### config.mk
export PLATFORM = sky130hd
export DESIGN_NAME = core_ops
export DESIGN_NICKNAME = d
export VERILOG_FILES = /design/src/core_ops_pkg.sv /design/src/core_ops.sv /design/src/phase_sequencer.sv
export VERILOG_INCLUDE_DIRS = /design/src
export SDC_FILE = /design/constraint.sdc
export NUM_CORES = 1
export LEC_CHECK = 0
export BUFFER_PORTS_ARGS = -buffer_cell sky130_fd_sc_hd__buf_4
export CORE_ASPECT_RATIO = 1.75
export CORE_MARGIN = 3
export CORE_UTILIZATION = 45
export CTS_CLUSTER_DIAMETER = 40
export DETAILED_ROUTE_END_ITERATION = 6
export PLACE_DENSITY = 0.7
export SYNTH_ARGS = -nofsm -noshare
export SYNTH_HDL_FRONTEND = slang
export SYNTH_SLANG_ARGS = --single-unit
### constraint.sdc
create_clock -name aclk -period 2.4 [get_ports aclk]
set_input_delay 0.36 -clock aclk [delete_from_list [all_inputs] [get_ports aclk]]
set_output_delay 0.36 -clock aclk [all_outputs]
set_load 0.005 [all_outputs]
### src/core_ops_consts.svh
// constants for the sleep, fill-ones and borrow-subtract execution block
`ifndef CORE_OPS_CONSTS_SVH
`define CORE_OPS_CONSTS_SVH

// ****************************************
// register byte offsets
// ****************************************
`define OFS_INSTR        6'h00
`define OFS_ACCUM        6'h04
`define OFS_STATUS       6'h08
`define OFS_BANK         6'h0C
`define OFS_CTRL         6'h10
`define OFS_INDEX_BASE   6'h14

// ****************************************
// status field positions
// ****************************************
`define ST_CARRY         0
`define ST_HALF_CARRY    1
`define ST_ZERO          2
`define ST_WRAP          3
`define ST_NEGATIVE      4
`define ST_EXPIRY        5
`define ST_SLEEP_ENTRY   6
`define ST_WIDTH         7
`define ST_RESET         7'h60

// ****************************************
// control field positions
// ****************************************
`define CTRL_EXTENDED    0
`define CTRL_BUSY        8
`define CTRL_SLEEPING    9

// ****************************************
// opcode patterns
// ****************************************
`define SLEEP_CODE       16'h0003
`define FILL_PREFIX      7'h34
`define SUBB_PREFIX      6'h15
`define INDEXED_LIMIT    8'h5F
`define ACCESS_SPLIT     8'h60
`define WATCHDOG_CLEARED 8'h00
`define RESP_OKAY        2'h0
`define RESP_SLVERR      2'h2

`endif

### src/core_ops_pkg.sv
// types shared by the execution block
package core_ops_pkg;
  typedef enum logic [1:0]
  {
    OP_NONE  = 2'b00,
    OP_FILL  = 2'b01,
    OP_SUBB  = 2'b10,
    OP_SLEEP = 2'b11
  } op_t;

  typedef enum logic [1:0]
  {
    PH_DECODE  = 2'b00,
    PH_READ    = 2'b01,
    PH_PROCESS = 2'b10,
    PH_WRITE   = 2'b11
  } phase_t;
endpackage

### src/core_ops.sv
// execution logic for fill-ones, sleep and borrow-subtract, with an axi4-lite register port
// Function
// - sleep clears sleep-entry flag and sets watchdog-expiry flag.
// - sleep resets watchdog counter to 00h and its postscaler.
// - sleep enters halted state in phase four after idle second phase.
// - watchdog wake-up clears the watchdog-expiry flag.
// - opcode 0101 01da computes accumulator minus file minus inverted carry.
// - borrow-subtract updates negative, wrap, carry, half-carry and zero flags.
// - bank bit 1 uses bank pointer; bank bit 0 uses access bank.
// - bank bit 0, extended set on, operand up to 5Fh is indexed.
`timescale 1ns/100ps
`default_nettype none
`include "core_ops_consts.svh"
module core_ops
  import core_ops_pkg::*;
#(
  parameter int ADDR_W = 12
)
(
  input  wire logic              aclk,
  input  wire logic              aresetn,
  input  wire logic [5:0]        s_axi_awaddr,
  input  wire logic              s_axi_awvalid,
  output logic                   s_axi_awready,
  input  wire logic [31:0]       s_axi_wdata,
  input  wire logic [3:0]        s_axi_wstrb,
  input  wire logic              s_axi_wvalid,
  output logic                   s_axi_wready,
  output logic [1:0]             s_axi_bresp,
  output logic                   s_axi_bvalid,
  input  wire logic              s_axi_bready,
  input  wire logic [5:0]        s_axi_araddr,
  input  wire logic              s_axi_arvalid,
  output logic                   s_axi_arready,
  output logic [31:0]            s_axi_rdata,
  output logic [1:0]             s_axi_rresp,
  output logic                   s_axi_rvalid,
  input  wire logic              s_axi_rready,
  output logic [ADDR_W-1:0]      mem_addr,
  output logic                   mem_rd_en,
  input  wire logic [7:0]        mem_rdata,
  output logic                   mem_wr_en,
  output logic [7:0]             mem_wdata,
  output logic                   watchdog_clear,
  output logic                   sleeping,
  input  wire logic              wake_request,
  input  wire logic              wake_by_watchdog
);
  import core_ops_pkg::*;

  // ****************************************
  // state
  // ****************************************
  logic [15:0]          opcode, next_opcode;
  logic [7:0]           accum, next_accum;
  logic [`ST_WIDTH-1:0] status, next_status;
  logic [3:0]           bank_pointer, next_bank_pointer;
  logic                 extended, next_extended;
  logic [ADDR_W-1:0]    index_base, next_index_base;
  logic                 busy, next_busy;
  logic                 next_sleeping;
  logic [ADDR_W-1:0]    next_mem_addr;
  logic                 next_mem_rd_en, next_mem_wr_en, next_watchdog_clear;
  logic [7:0]           next_mem_wdata;
  logic                 aw_held, next_aw_held, w_held, next_w_held;
  logic [5:0]           aw_addr, next_aw_addr;
  logic [31:0]          w_data, next_w_data;
  logic [3:0]           w_strb, next_w_strb;
  logic                 next_awready, next_wready, next_bvalid, next_arready, next_rvalid;
  logic [1:0]           next_bresp, next_rresp;
  logic [31:0]          next_rdata;
  phase_t               phase;
  op_t                  op;

  phase_sequencer u_phase
  (
    .aclk    (aclk),
    .aresetn (aresetn),
    .run     (busy),
    .phase   (phase)
  );

  // ****************************************
  // decode and arithmetic
  // ****************************************
  logic [7:0]        operand;
  logic              bank_bit, dest_bit, borrow_in;
  logic [8:0]        diff;
  logic [4:0]        low_diff;
  logic [ADDR_W-1:0] file_addr;

  always_comb
  begin
    operand  = opcode[7:0];
    bank_bit = opcode[8];
    dest_bit = opcode[9];
    if (opcode == `SLEEP_CODE)
      op = OP_SLEEP;
    else if (opcode[15:9] == `FILL_PREFIX)
      op = OP_FILL;
    else if (opcode[15:10] == `SUBB_PREFIX)
      op = OP_SUBB;
    else
      op = OP_NONE;
    if (bank_bit)
      file_addr = {bank_pointer, operand};
    else if (extended && operand <= `INDEXED_LIMIT)
      file_addr = ADDR_W'(index_base + {4'h0, operand});
    else if (operand < `ACCESS_SPLIT)
      file_addr = {4'h0, operand};
    else
      file_addr = {4'hF, operand};
    borrow_in = ~status[`ST_CARRY];
    diff      = {1'b0, accum} - {1'b0, mem_rdata} - {8'h00, borrow_in};
    low_diff  = {1'b0, accum[3:0]} - {1'b0, mem_rdata[3:0]} - {4'h0, borrow_in};
  end

  // ****************************************
  // execution
  // ****************************************
  logic wr_go;
  assign wr_go = aw_held && w_held && !s_axi_bvalid;

  always_comb
  begin
    next_opcode         = opcode;
    next_accum          = accum;
    next_status         = status;
    next_bank_pointer   = bank_pointer;
    next_extended       = extended;
    next_index_base     = index_base;
    next_busy           = busy;
    next_sleeping       = sleeping;
    next_mem_addr       = mem_addr;
    next_mem_rd_en      = 1'b0;
    next_mem_wr_en      = 1'b0;
    next_mem_wdata      = mem_wdata;
    next_watchdog_clear = 1'b0;
    // software writes land first so that the hardware updates below win on the same edge
    if (wr_go && w_strb[0])
    begin
      unique case (aw_addr)
        `OFS_INSTR:
          if (!busy && !sleeping)
          begin
            next_opcode = w_data[15:0];
            next_busy   = 1'b1;
          end
        `OFS_ACCUM:      next_accum = w_data[7:0];
        `OFS_STATUS:     next_status = w_data[`ST_WIDTH-1:0];
        `OFS_BANK:       next_bank_pointer = w_data[3:0];
        `OFS_CTRL:       next_extended = w_data[`CTRL_EXTENDED];
        `OFS_INDEX_BASE: next_index_base[7:0] = w_data[7:0];
        default:         ;
      endcase
    end
    if (wr_go && w_strb[1] && aw_addr == `OFS_INDEX_BASE)
      next_index_base = {w_data[ADDR_W-1:8], next_index_base[7:0]};
    if (busy)
    begin
      unique case (phase)
        PH_DECODE:
        begin
          next_mem_addr  = file_addr;
          next_mem_rd_en = (op == OP_FILL) || (op == OP_SUBB);
        end
        PH_READ: ;
        PH_PROCESS:
        begin
          if (op == OP_FILL)
          begin
            next_mem_wdata = 8'hFF;
            next_mem_wr_en = 1'b1;
          end
          if (op == OP_SUBB)
          begin
            if (dest_bit)
            begin
              next_mem_wdata = diff[7:0];
              next_mem_wr_en = 1'b1;
            end
            else
              next_accum = diff[7:0];
            next_status[`ST_CARRY]      = ~diff[8];
            next_status[`ST_HALF_CARRY] = ~low_diff[4];
            next_status[`ST_ZERO]       = (diff[7:0] == 8'h00);
            next_status[`ST_NEGATIVE]   = diff[7];
            next_status[`ST_WRAP]       = (accum[7] ^ mem_rdata[7]) & (accum[7] ^ diff[7]);
          end
          if (op == OP_SLEEP)
          begin
            next_status[`ST_SLEEP_ENTRY] = 1'b0;
            next_status[`ST_EXPIRY]      = 1'b1;
            next_watchdog_clear          = 1'b1;
          end
        end
        PH_WRITE:
        begin
          next_busy = 1'b0;
          if (op == OP_SLEEP)
            next_sleeping = 1'b1;
        end
      endcase
    end
    else if (sleeping && (wake_request || wake_by_watchdog))
    begin
      next_sleeping = 1'b0;
      if (wake_by_watchdog)
        next_status[`ST_EXPIRY] = 1'b0;
    end
  end

  always_ff @(posedge aclk)
  begin
    if (!aresetn)
    begin
      opcode         <= 16'h0000;
      accum          <= 8'h00;
      status         <= `ST_RESET;
      bank_pointer   <= 4'h0;
      extended       <= 1'b0;
      index_base     <= '0;
      busy           <= 1'b0;
      sleeping       <= 1'b0;
      mem_addr       <= '0;
      mem_rd_en      <= 1'b0;
      mem_wr_en      <= 1'b0;
      mem_wdata      <= 8'h00;
      watchdog_clear <= 1'b0;
    end
    else
    begin
      opcode         <= next_opcode;
      accum          <= next_accum;
      status         <= next_status;
      bank_pointer   <= next_bank_pointer;
      extended       <= next_extended;
      index_base     <= next_index_base;
      busy           <= next_busy;
      sleeping       <= next_sleeping;
      mem_addr       <= next_mem_addr;
      mem_rd_en      <= next_mem_rd_en;
      mem_wr_en      <= next_mem_wr_en;
      mem_wdata      <= next_mem_wdata;
      watchdog_clear <= next_watchdog_clear;
    end
  end

  // ****************************************
  // axi4-lite slave
  // ****************************************
  logic addr_known_w, addr_known_r;

  always_comb
  begin
    addr_known_w = (aw_addr <= `OFS_INDEX_BASE) && (aw_addr[1:0] == 2'h0);
    addr_known_r = (s_axi_araddr <= `OFS_INDEX_BASE) && (s_axi_araddr[1:0] == 2'h0);
    next_aw_held = aw_held;
    next_w_held  = w_held;
    next_aw_addr = aw_addr;
    next_w_data  = w_data;
    next_w_strb  = w_strb;
    next_bvalid  = s_axi_bvalid;
    next_bresp   = s_axi_bresp;
    next_rvalid  = s_axi_rvalid;
    next_rresp   = s_axi_rresp;
    next_rdata   = s_axi_rdata;
    if (s_axi_awvalid && s_axi_awready)
    begin
      next_aw_held = 1'b1;
      next_aw_addr = s_axi_awaddr;
    end
    if (s_axi_wvalid && s_axi_wready)
    begin
      next_w_held = 1'b1;
      next_w_data = s_axi_wdata;
      next_w_strb = s_axi_wstrb;
    end
    if (wr_go)
    begin
      next_aw_held = 1'b0;
      next_w_held  = 1'b0;
      next_bvalid  = 1'b1;
      next_bresp   = addr_known_w ? `RESP_OKAY : `RESP_SLVERR;
    end
    else if (s_axi_bvalid && s_axi_bready)
      next_bvalid = 1'b0;
    next_awready = !next_aw_held && !next_bvalid;
    next_wready  = !next_w_held && !next_bvalid;
    if (s_axi_arvalid && s_axi_arready)
    begin
      next_rvalid = 1'b1;
      next_rresp  = addr_known_r ? `RESP_OKAY : `RESP_SLVERR;
      unique case (s_axi_araddr)
        `OFS_INSTR:      next_rdata = {16'h0000, opcode};
        `OFS_ACCUM:      next_rdata = {24'h000000, accum};
        `OFS_STATUS:     next_rdata = {25'h0000000, status};
        `OFS_BANK:       next_rdata = {28'h0000000, bank_pointer};
        `OFS_CTRL:       next_rdata = {22'h000000, sleeping, busy, 7'h00, extended};
        `OFS_INDEX_BASE: next_rdata = {{(32-ADDR_W){1'b0}}, index_base};
        default:         next_rdata = 32'h00000000;
      endcase
    end
    else if (s_axi_rvalid && s_axi_rready)
      next_rvalid = 1'b0;
    next_arready = !next_rvalid;
  end

  always_ff @(posedge aclk)
  begin
    if (!aresetn)
    begin
      aw_held       <= 1'b0;
      w_held        <= 1'b0;
      aw_addr       <= 6'h00;
      w_data        <= 32'h00000000;
      w_strb        <= 4'h0;
      s_axi_awready <= 1'b0;
      s_axi_wready  <= 1'b0;
      s_axi_bvalid  <= 1'b0;
      s_axi_bresp   <= 2'h0;
      s_axi_arready <= 1'b0;
      s_axi_rvalid  <= 1'b0;
      s_axi_rresp   <= 2'h0;
      s_axi_rdata   <= 32'h00000000;
    end
    else
    begin
      aw_held       <= next_aw_held;
      w_held        <= next_w_held;
      aw_addr       <= next_aw_addr;
      w_data        <= next_w_data;
      w_strb        <= next_w_strb;
      s_axi_awready <= next_awready;
      s_axi_wready  <= next_wready;
      s_axi_bvalid  <= next_bvalid;
      s_axi_bresp   <= next_bresp;
      s_axi_arready <= next_arready;
      s_axi_rvalid  <= next_rvalid;
      s_axi_rresp   <= next_rresp;
      s_axi_rdata   <= next_rdata;
    end
  end
endmodule
`default_nettype wire

### src/phase_sequencer.sv
// four-phase instruction cycle counter
`timescale 1ns/100ps
`default_nettype none
module phase_sequencer
  import core_ops_pkg::*;
(
  input  wire logic            aclk,
  input  wire logic            aresetn,
  input  wire logic            run,
  output core_ops_pkg::phase_t phase
);
  phase_t next_phase;

  always_comb
  begin
    next_phase = run ? phase_t'(phase + 2'h1) : PH_DECODE;
  end

  always_ff @(posedge aclk)
  begin
    if (!aresetn)
      phase <= PH_DECODE;
    else
      phase <= next_phase;
  end
endmodule
`default_nettype wire

Word-level counts from Yosys, hierarchy flattened
Index checks and enable logic that the tools add are counted.
- reductions and logical operators: 42
- bitwise gates (word level): 6
- mux-type cells: 51
- add/sub/neg operators: 6
- equal/unequal tests: 20
- magnitude comparators: 4
- operators by type and width (operator ; count):
    $pmux W16 S6 ; 1
    $mux W8 ; 11
    $mux W12 ; 3
    $eq A6 B5 Y1 const B ; 5
    $mux W1 ; 25
    $eq A6 B4 Y1 const B ; 4
    $mux W7 ; 3
    $logic_and A1 B1 Y1 ; 17
    $eq A16 B2 Y1 const B ; 1
    $add A12 B8 Y12 ; 1
    $eq A6 B3 Y1 const B ; 2
    $le A6 B5 Y1 const B ; 2
    $logic_not A6 Y1 ; 2
    $mux W2 ; 6
    $reduce_and A3 Y1 ; 4
    $mux W5 ; 2
    $reduce_and A2 Y1 ; 5
    $sub A8 B8 Y9 ; 1
    $sub A9 B1 Y9 ; 1
    $eq A2 B2 Y1 const B ; 4
    $le A8 B7 Y1 const B ; 1
    $logic_not A8 Y1 ; 1
    $lt A8 B7 Y1 const B ; 1
    $eq A7 B6 Y1 const B ; 1
    12 further kinds ; 25
- register bits after elaboration: 142
- output and inout bits: 65
- word-level logic and storage cells: 157
- input bits: 65

Depth between registers and ports, before layout
- depth in word-level cells: 8
- mapped depth: 10
- mapped depth without buffers: 10

By module
Synthesis repeated with hierarchy kept, for this count alone.
- cells, all modules: 730
- area total of the unflattened synthesis: 6200.9 µm²
- by module, submodules not included (module ; times used ; cells each ; seq. area each (µm²) ; area an instance (µm²)):
    core_ops ; 1 ; 724 ; 2442.3 ; 6140.9
    phase_sequencer ; 1 ; 6 ; 40.0 ; 60.1

Worst setup path before layout
Ideal clock, no wire load.
- kind: reg-to-reg
- from: reg accum[7]
- to: reg status[3]
- arrival time: 2184 ps
- cell stages (with the launch flop): 11
- path slack: 91 ps
- buffers on the path: 0
- period minus slack after synthesis: 2309 ps
- library setup time: 125 ps
- data required time: 2275 ps
- path through: dfxtp_1 inv_1 ha_1 inv_1 ha_1 nor3b_1 a2111oi_2 o311ai_4 xnor2_1 a22oi_1 nor2_2
- cells in the longest elaborated chain, start to end: 7
- elaborated cells on any way between the ends: 8
- classes of those cells: add/sub: 2; mux: 3; bitwise: 3
- RTL lines (what ; RTL line ; source):
    start, declared ; core_ops.sv:55 ; logic [7:0] accum, next_accum;
    start signal, assigned ; core_ops.sv:234 ; accum <= next_accum;
    $sub A8 B8 Y9 ; core_ops.sv:114 ; diff = {1'b0, accum} - {1'b0, mem_rdata} - {8'h00, borrow_in};
    $sub A9 B1 Y9 ; core_ops.sv:114 ;
    $xor A1 B1 Y1 ; core_ops.sv:188 ; next_status[`ST_WRAP] = (accum[7] ^ mem_rdata[7]) & (accum[7] ^ diff[7]);
    $and A1 B1 Y1 (*) ; core_ops.sv:188 ;
    $mux W5 (*) ; core_ops.sv:175 ; if (op == OP_SUBB)
    $mux W7 (*) ; core_ops.sv:161 ; unique case (phase)
    $mux W5 (*) ; core_ops.sv:159 ; if (busy)
    end signal, assigned ; core_ops.sv:219 ; status <= `ST_RESET;
    end signal, assigned ; core_ops.sv:235 ; status <= next_status;
    end, declared ; core_ops.sv:56 ; logic [`ST_WIDTH-1:0] status, next_status;
Every way passes the cells marked *; elsewhere a longest branch is shown, timed or not.
A chain may end at the register's enable or synchronous reset.

Worst setup path in the final report
- from: reg accum[7]
- to: reg mem_wdata[7]
- cells in the longest elaborated chain, start to end: 4
- RTL lines (what ; RTL line ; source):
    $sub A8 B8 Y9 ; core_ops.sv:114 ;
    $sub A9 B1 Y9 ; core_ops.sv:114 ;
    $mux W8 ; core_ops.sv:177 ; if (dest_bit)
    $mux W8 ; core_ops.sv:175 ;
    end signal, assigned ; core_ops.sv:244 ; mem_wdata <= next_mem_wdata;
    end, declared ; core_ops.sv:43 ; output logic [7:0] mem_wdata,
No other way between the ends.

==> impl_results.md <==
* Fin crit period at 2340 ps
* Status: finished clean
* Placed cells at 994
* Most common cell after layout, fill and taps aside: buf_4
* Fin crit share at 97.6%
* Non-filler instance count after layout at 1,028
* Setup crit start kind: flop
* End point of the critical path: mem_wdata[7]$_SDFFE_PN0P_
* Relative slew slack at 45.9%
* Reg area at 2490 um2
* Vias per inst at 5.49
* ANT nets after route at 0
* Top cell type's share of synthesized area at 39.0%
* Slew @ Worst Pin at 811 ps
* Ys Warns at 0
* Clock buffer count from CTS at 17
* Final setup fails at 0
* Most frequent cells in the layout: buf_4, dfxtp_1, nand2_1
* Area after DPL at 7350 um2
* Share of post-route cells with drive strength above 1 at 25.9%
* First-pass GRT wire length at 28.8 mm
* Worst-path clk slew at 60 ps
* Peak Freq at 0.427 GHz
* CP startpoint: accum[7]$_SDFF_PN0_
* Worst reg2reg path depth at 9
* Fin. max-slew vios at 0
* Post-synthesis instance area at 6360 um2
* TritonCTS Sinks at 124
* Clock Tree Root: clkbuf_16
* Leakage at 3.22 nW
* DR vias at 5,644
* Clock Skew at 9.69 ps
* Worst hold slack at 185 ps
* Max Buffers Root-to-Sink at 2
* Async SR Flop Fraction at 0%
* # fillers at 1,228
* R2R Setup Slk at 60 ps
* Die area at 15,600 um2
* Clock share of power at 49.1%
* Synth area leaders: dfxtp_1, mux2i_1, a21oi_1, ha_1, nand2_1
* PwrDens at 623 nW/um2
* NetSw at 1.37 mW
* DRC violation count after routing at 0
* Worst vdd ir at 0.000462 V
* Sequential share of power at 42.1%
* Initial Util at 46.8%
* Core Region at 13,600 um2
* N_diodes at 0
* CP endpoint kind: flop
* Min-Delay Path Depth at 3
* Remaining Overflow, GRT at 0
* Avg Synthesized Cell Area at 8.81 um2
* Vias in the first global route at 5,699
* Synth cell types at 75
* Top FF cell, synth: dfxtp_1
* Sw Ratio at 27.2%
* Area occupied by multi-input gates at 3630 um2
* Crit Path Class: reg2reg
* Die X at 95.9 um
* Design area at 8110 um2
* Hold_buf cts at 0
* Area Overhead vs Synth at 27.5%
* H-tree depth at 4
* Detailed Route WL at 18.3 mm
* Sequential cell area fraction in the yosys report at 39.0%
* MaxCap Viol Count at 0
* Number of synthesized flops with an enable pin at 0
* Worst min path class: in2reg
* Largest net degree at the start of global routing at 88
* Post-DP HPWL at 13.9 mm
* Crit-path max FO at 5
* FF-to-FF End: mem_wdata[7]$_SDFFE_PN0P_
* Arr. time, crit path at 2660 ps
* Die Span Y at 163 um
* Seq cells post-synth at 124
* PortBufs at 93
* Gr usage total at 23.9%
* Iter 0 DRT Violations at 284
* Reg2reg start: accum[7]$_SDFF_PN0_
* Comb power frac at 8.8%
* Boundary Pins at 130
* Sum Neg Setup Slack at 0 ps
* Fin util at 59.6%
* Area leader, netlist: dfxtp_1
* P_int at 3.68 mW
* Initial antenna violation count at 0
* Synth Instances at 722
* Hold Violations, Final at 0
* Drt first pass iters at 5
* Routability congestion estimate at 0.877
* Layout net count at 934
* CP Data Required Time at 2710 ps
* Row count at 56
* Wirelength per Cell at 17.8 um
* TritonCTS clock tree: done
* Worst-Skew Late Latency at 420 ps
-- sequential cells by signal, indices dropped and copies added, names as in the netlist, 2 cells and up --
register       cells
w_strb             2
index_base        12
aw_addr            6
bank_pointer       4
opcode            16
mem_addr          12
accum              8
u_phase.phase      2
status             7
s_axi_rdata       16
w_data            16
mem_wdata          8
-- synth_stat cells, types with 6 or more instances --
cell type    n
a311oi_1     6
o221a_2      7
nand2b_1     9
buf_4       19
and2_1       8
nand3_1     25
a21oi_1     63
mux2i_1     56
nand2_1     79
clkbuf_1    27
a22oi_1      9
nand3b_1     6
inv_1       36
dfxtp_1    124
o21ai_0     27
ha_1        25
xnor2_1     11
nor2_1      68
-- final cells by class --
cell class / instances / area share, %
Multi-Input combinational cell: 522 / 44.8
Inverter: 37 / 1.71
Tap cell: 174 / 2.69
Clock buffer: 17 / 5.25
Timing Repair Buffer: 139 / 13.0
Clock inverter: 15 / 1.82
Sequential cell: 124 / 30.7
-- logic make-up (layout without fill, tap and decap cells) --
kind of cell               Yosys count  count (layout)  share of synthesized area (%)
and+or+nand+nor                    239             239                           19.2
AOI/OAI and AO/OA                  162             162                           16.9
DFF                                124             124                           39.0
buffers and inverters               93             208                           7.30
muxes                               60              60                           9.58
adders and majority gates           28              28                           5.87
xor gates and xnor gates            15              15                           2.07
other                                1              18                         0.0590
-- worst max-delay path, stage by stage (launching register included) --
cell,delay [ps]
dfxtp_1,330
inv_1,80
ha_1,290
inv_1,70
ha_4,260
nor4b_2,170
a2111oi_4,380
o311ai_4,200
buf_4,180
o221a_2,270
-- power by group through the flow --
| stage | registers (mW) | logic, mW | clock network (mW) |
|---|---|---|---|
| 3_3_place_gp | 2.17 | 0.390 | 0 |
| 2_1_floorplan | 2.16 | 0.243 | 0 |
| 5_1_grt | 2.13 | 0.484 | 2.59 |
| 3_5_place_dp | 2.17 | 0.399 | 0 |
| 6_report | 2.13 | 0.446 | 2.48 |
| 4_1_cts | 2.13 | 0.426 | 2.51 |
-- worst min path at each step --
stage,slack [ps],startpoint,to
after CTS,180,s_axi_wdata[14],w_data[14]$_SDFFE_PN0P_
final,180,s_axi_wdata[1],w_data[1]$_SDFFE_PN0P_
after floorplan,410,aw_held$_SDFF_PN0_,s_axi_awready$_SDFF_PN0_
after global routing,190,s_axi_wdata[4],w_data[4]$_SDFFE_PN0P_
after global placement,430,aw_held$_SDFF_PN0_,s_axi_awready$_SDFF_PN0_
after detailed placement,440,aw_held$_SDFF_PN0_,s_axi_awready$_SDFF_PN0_
-- stage by stage --
step,total power [mW],setup WS (ps)
finish,5.05,58.8
global route,5.21,-30.7
CTS,5.06,10.3
detailed placement,2.57,-231
global placement,2.56,-189
floorplan,2.40,91.0
-- metal layers --
| metal | vias up | GRT usage [%] | part of all wire (%) |
|---|---|---|---|
| li1 | 2745 | - | - |
| met1 | 2668 | 24.7 | 36 |
| met2 | 188 | 45.0 | 56 |
| met3 | 43 | 3.78 | 4.6 |
| met4 | 0 | 12.2 | 3.6 |
| met5 | - | 0 | 0 |
-- timing repair --
item | in CTS | in global routing
buffers inserted | 0 | 2
pin swaps | 4 | 6
resized for setup | 14 | 19
endpoints found under the setup margin | 10 | 11
gates cloned | 0 | 0
(Power assumes the default switching activity.)
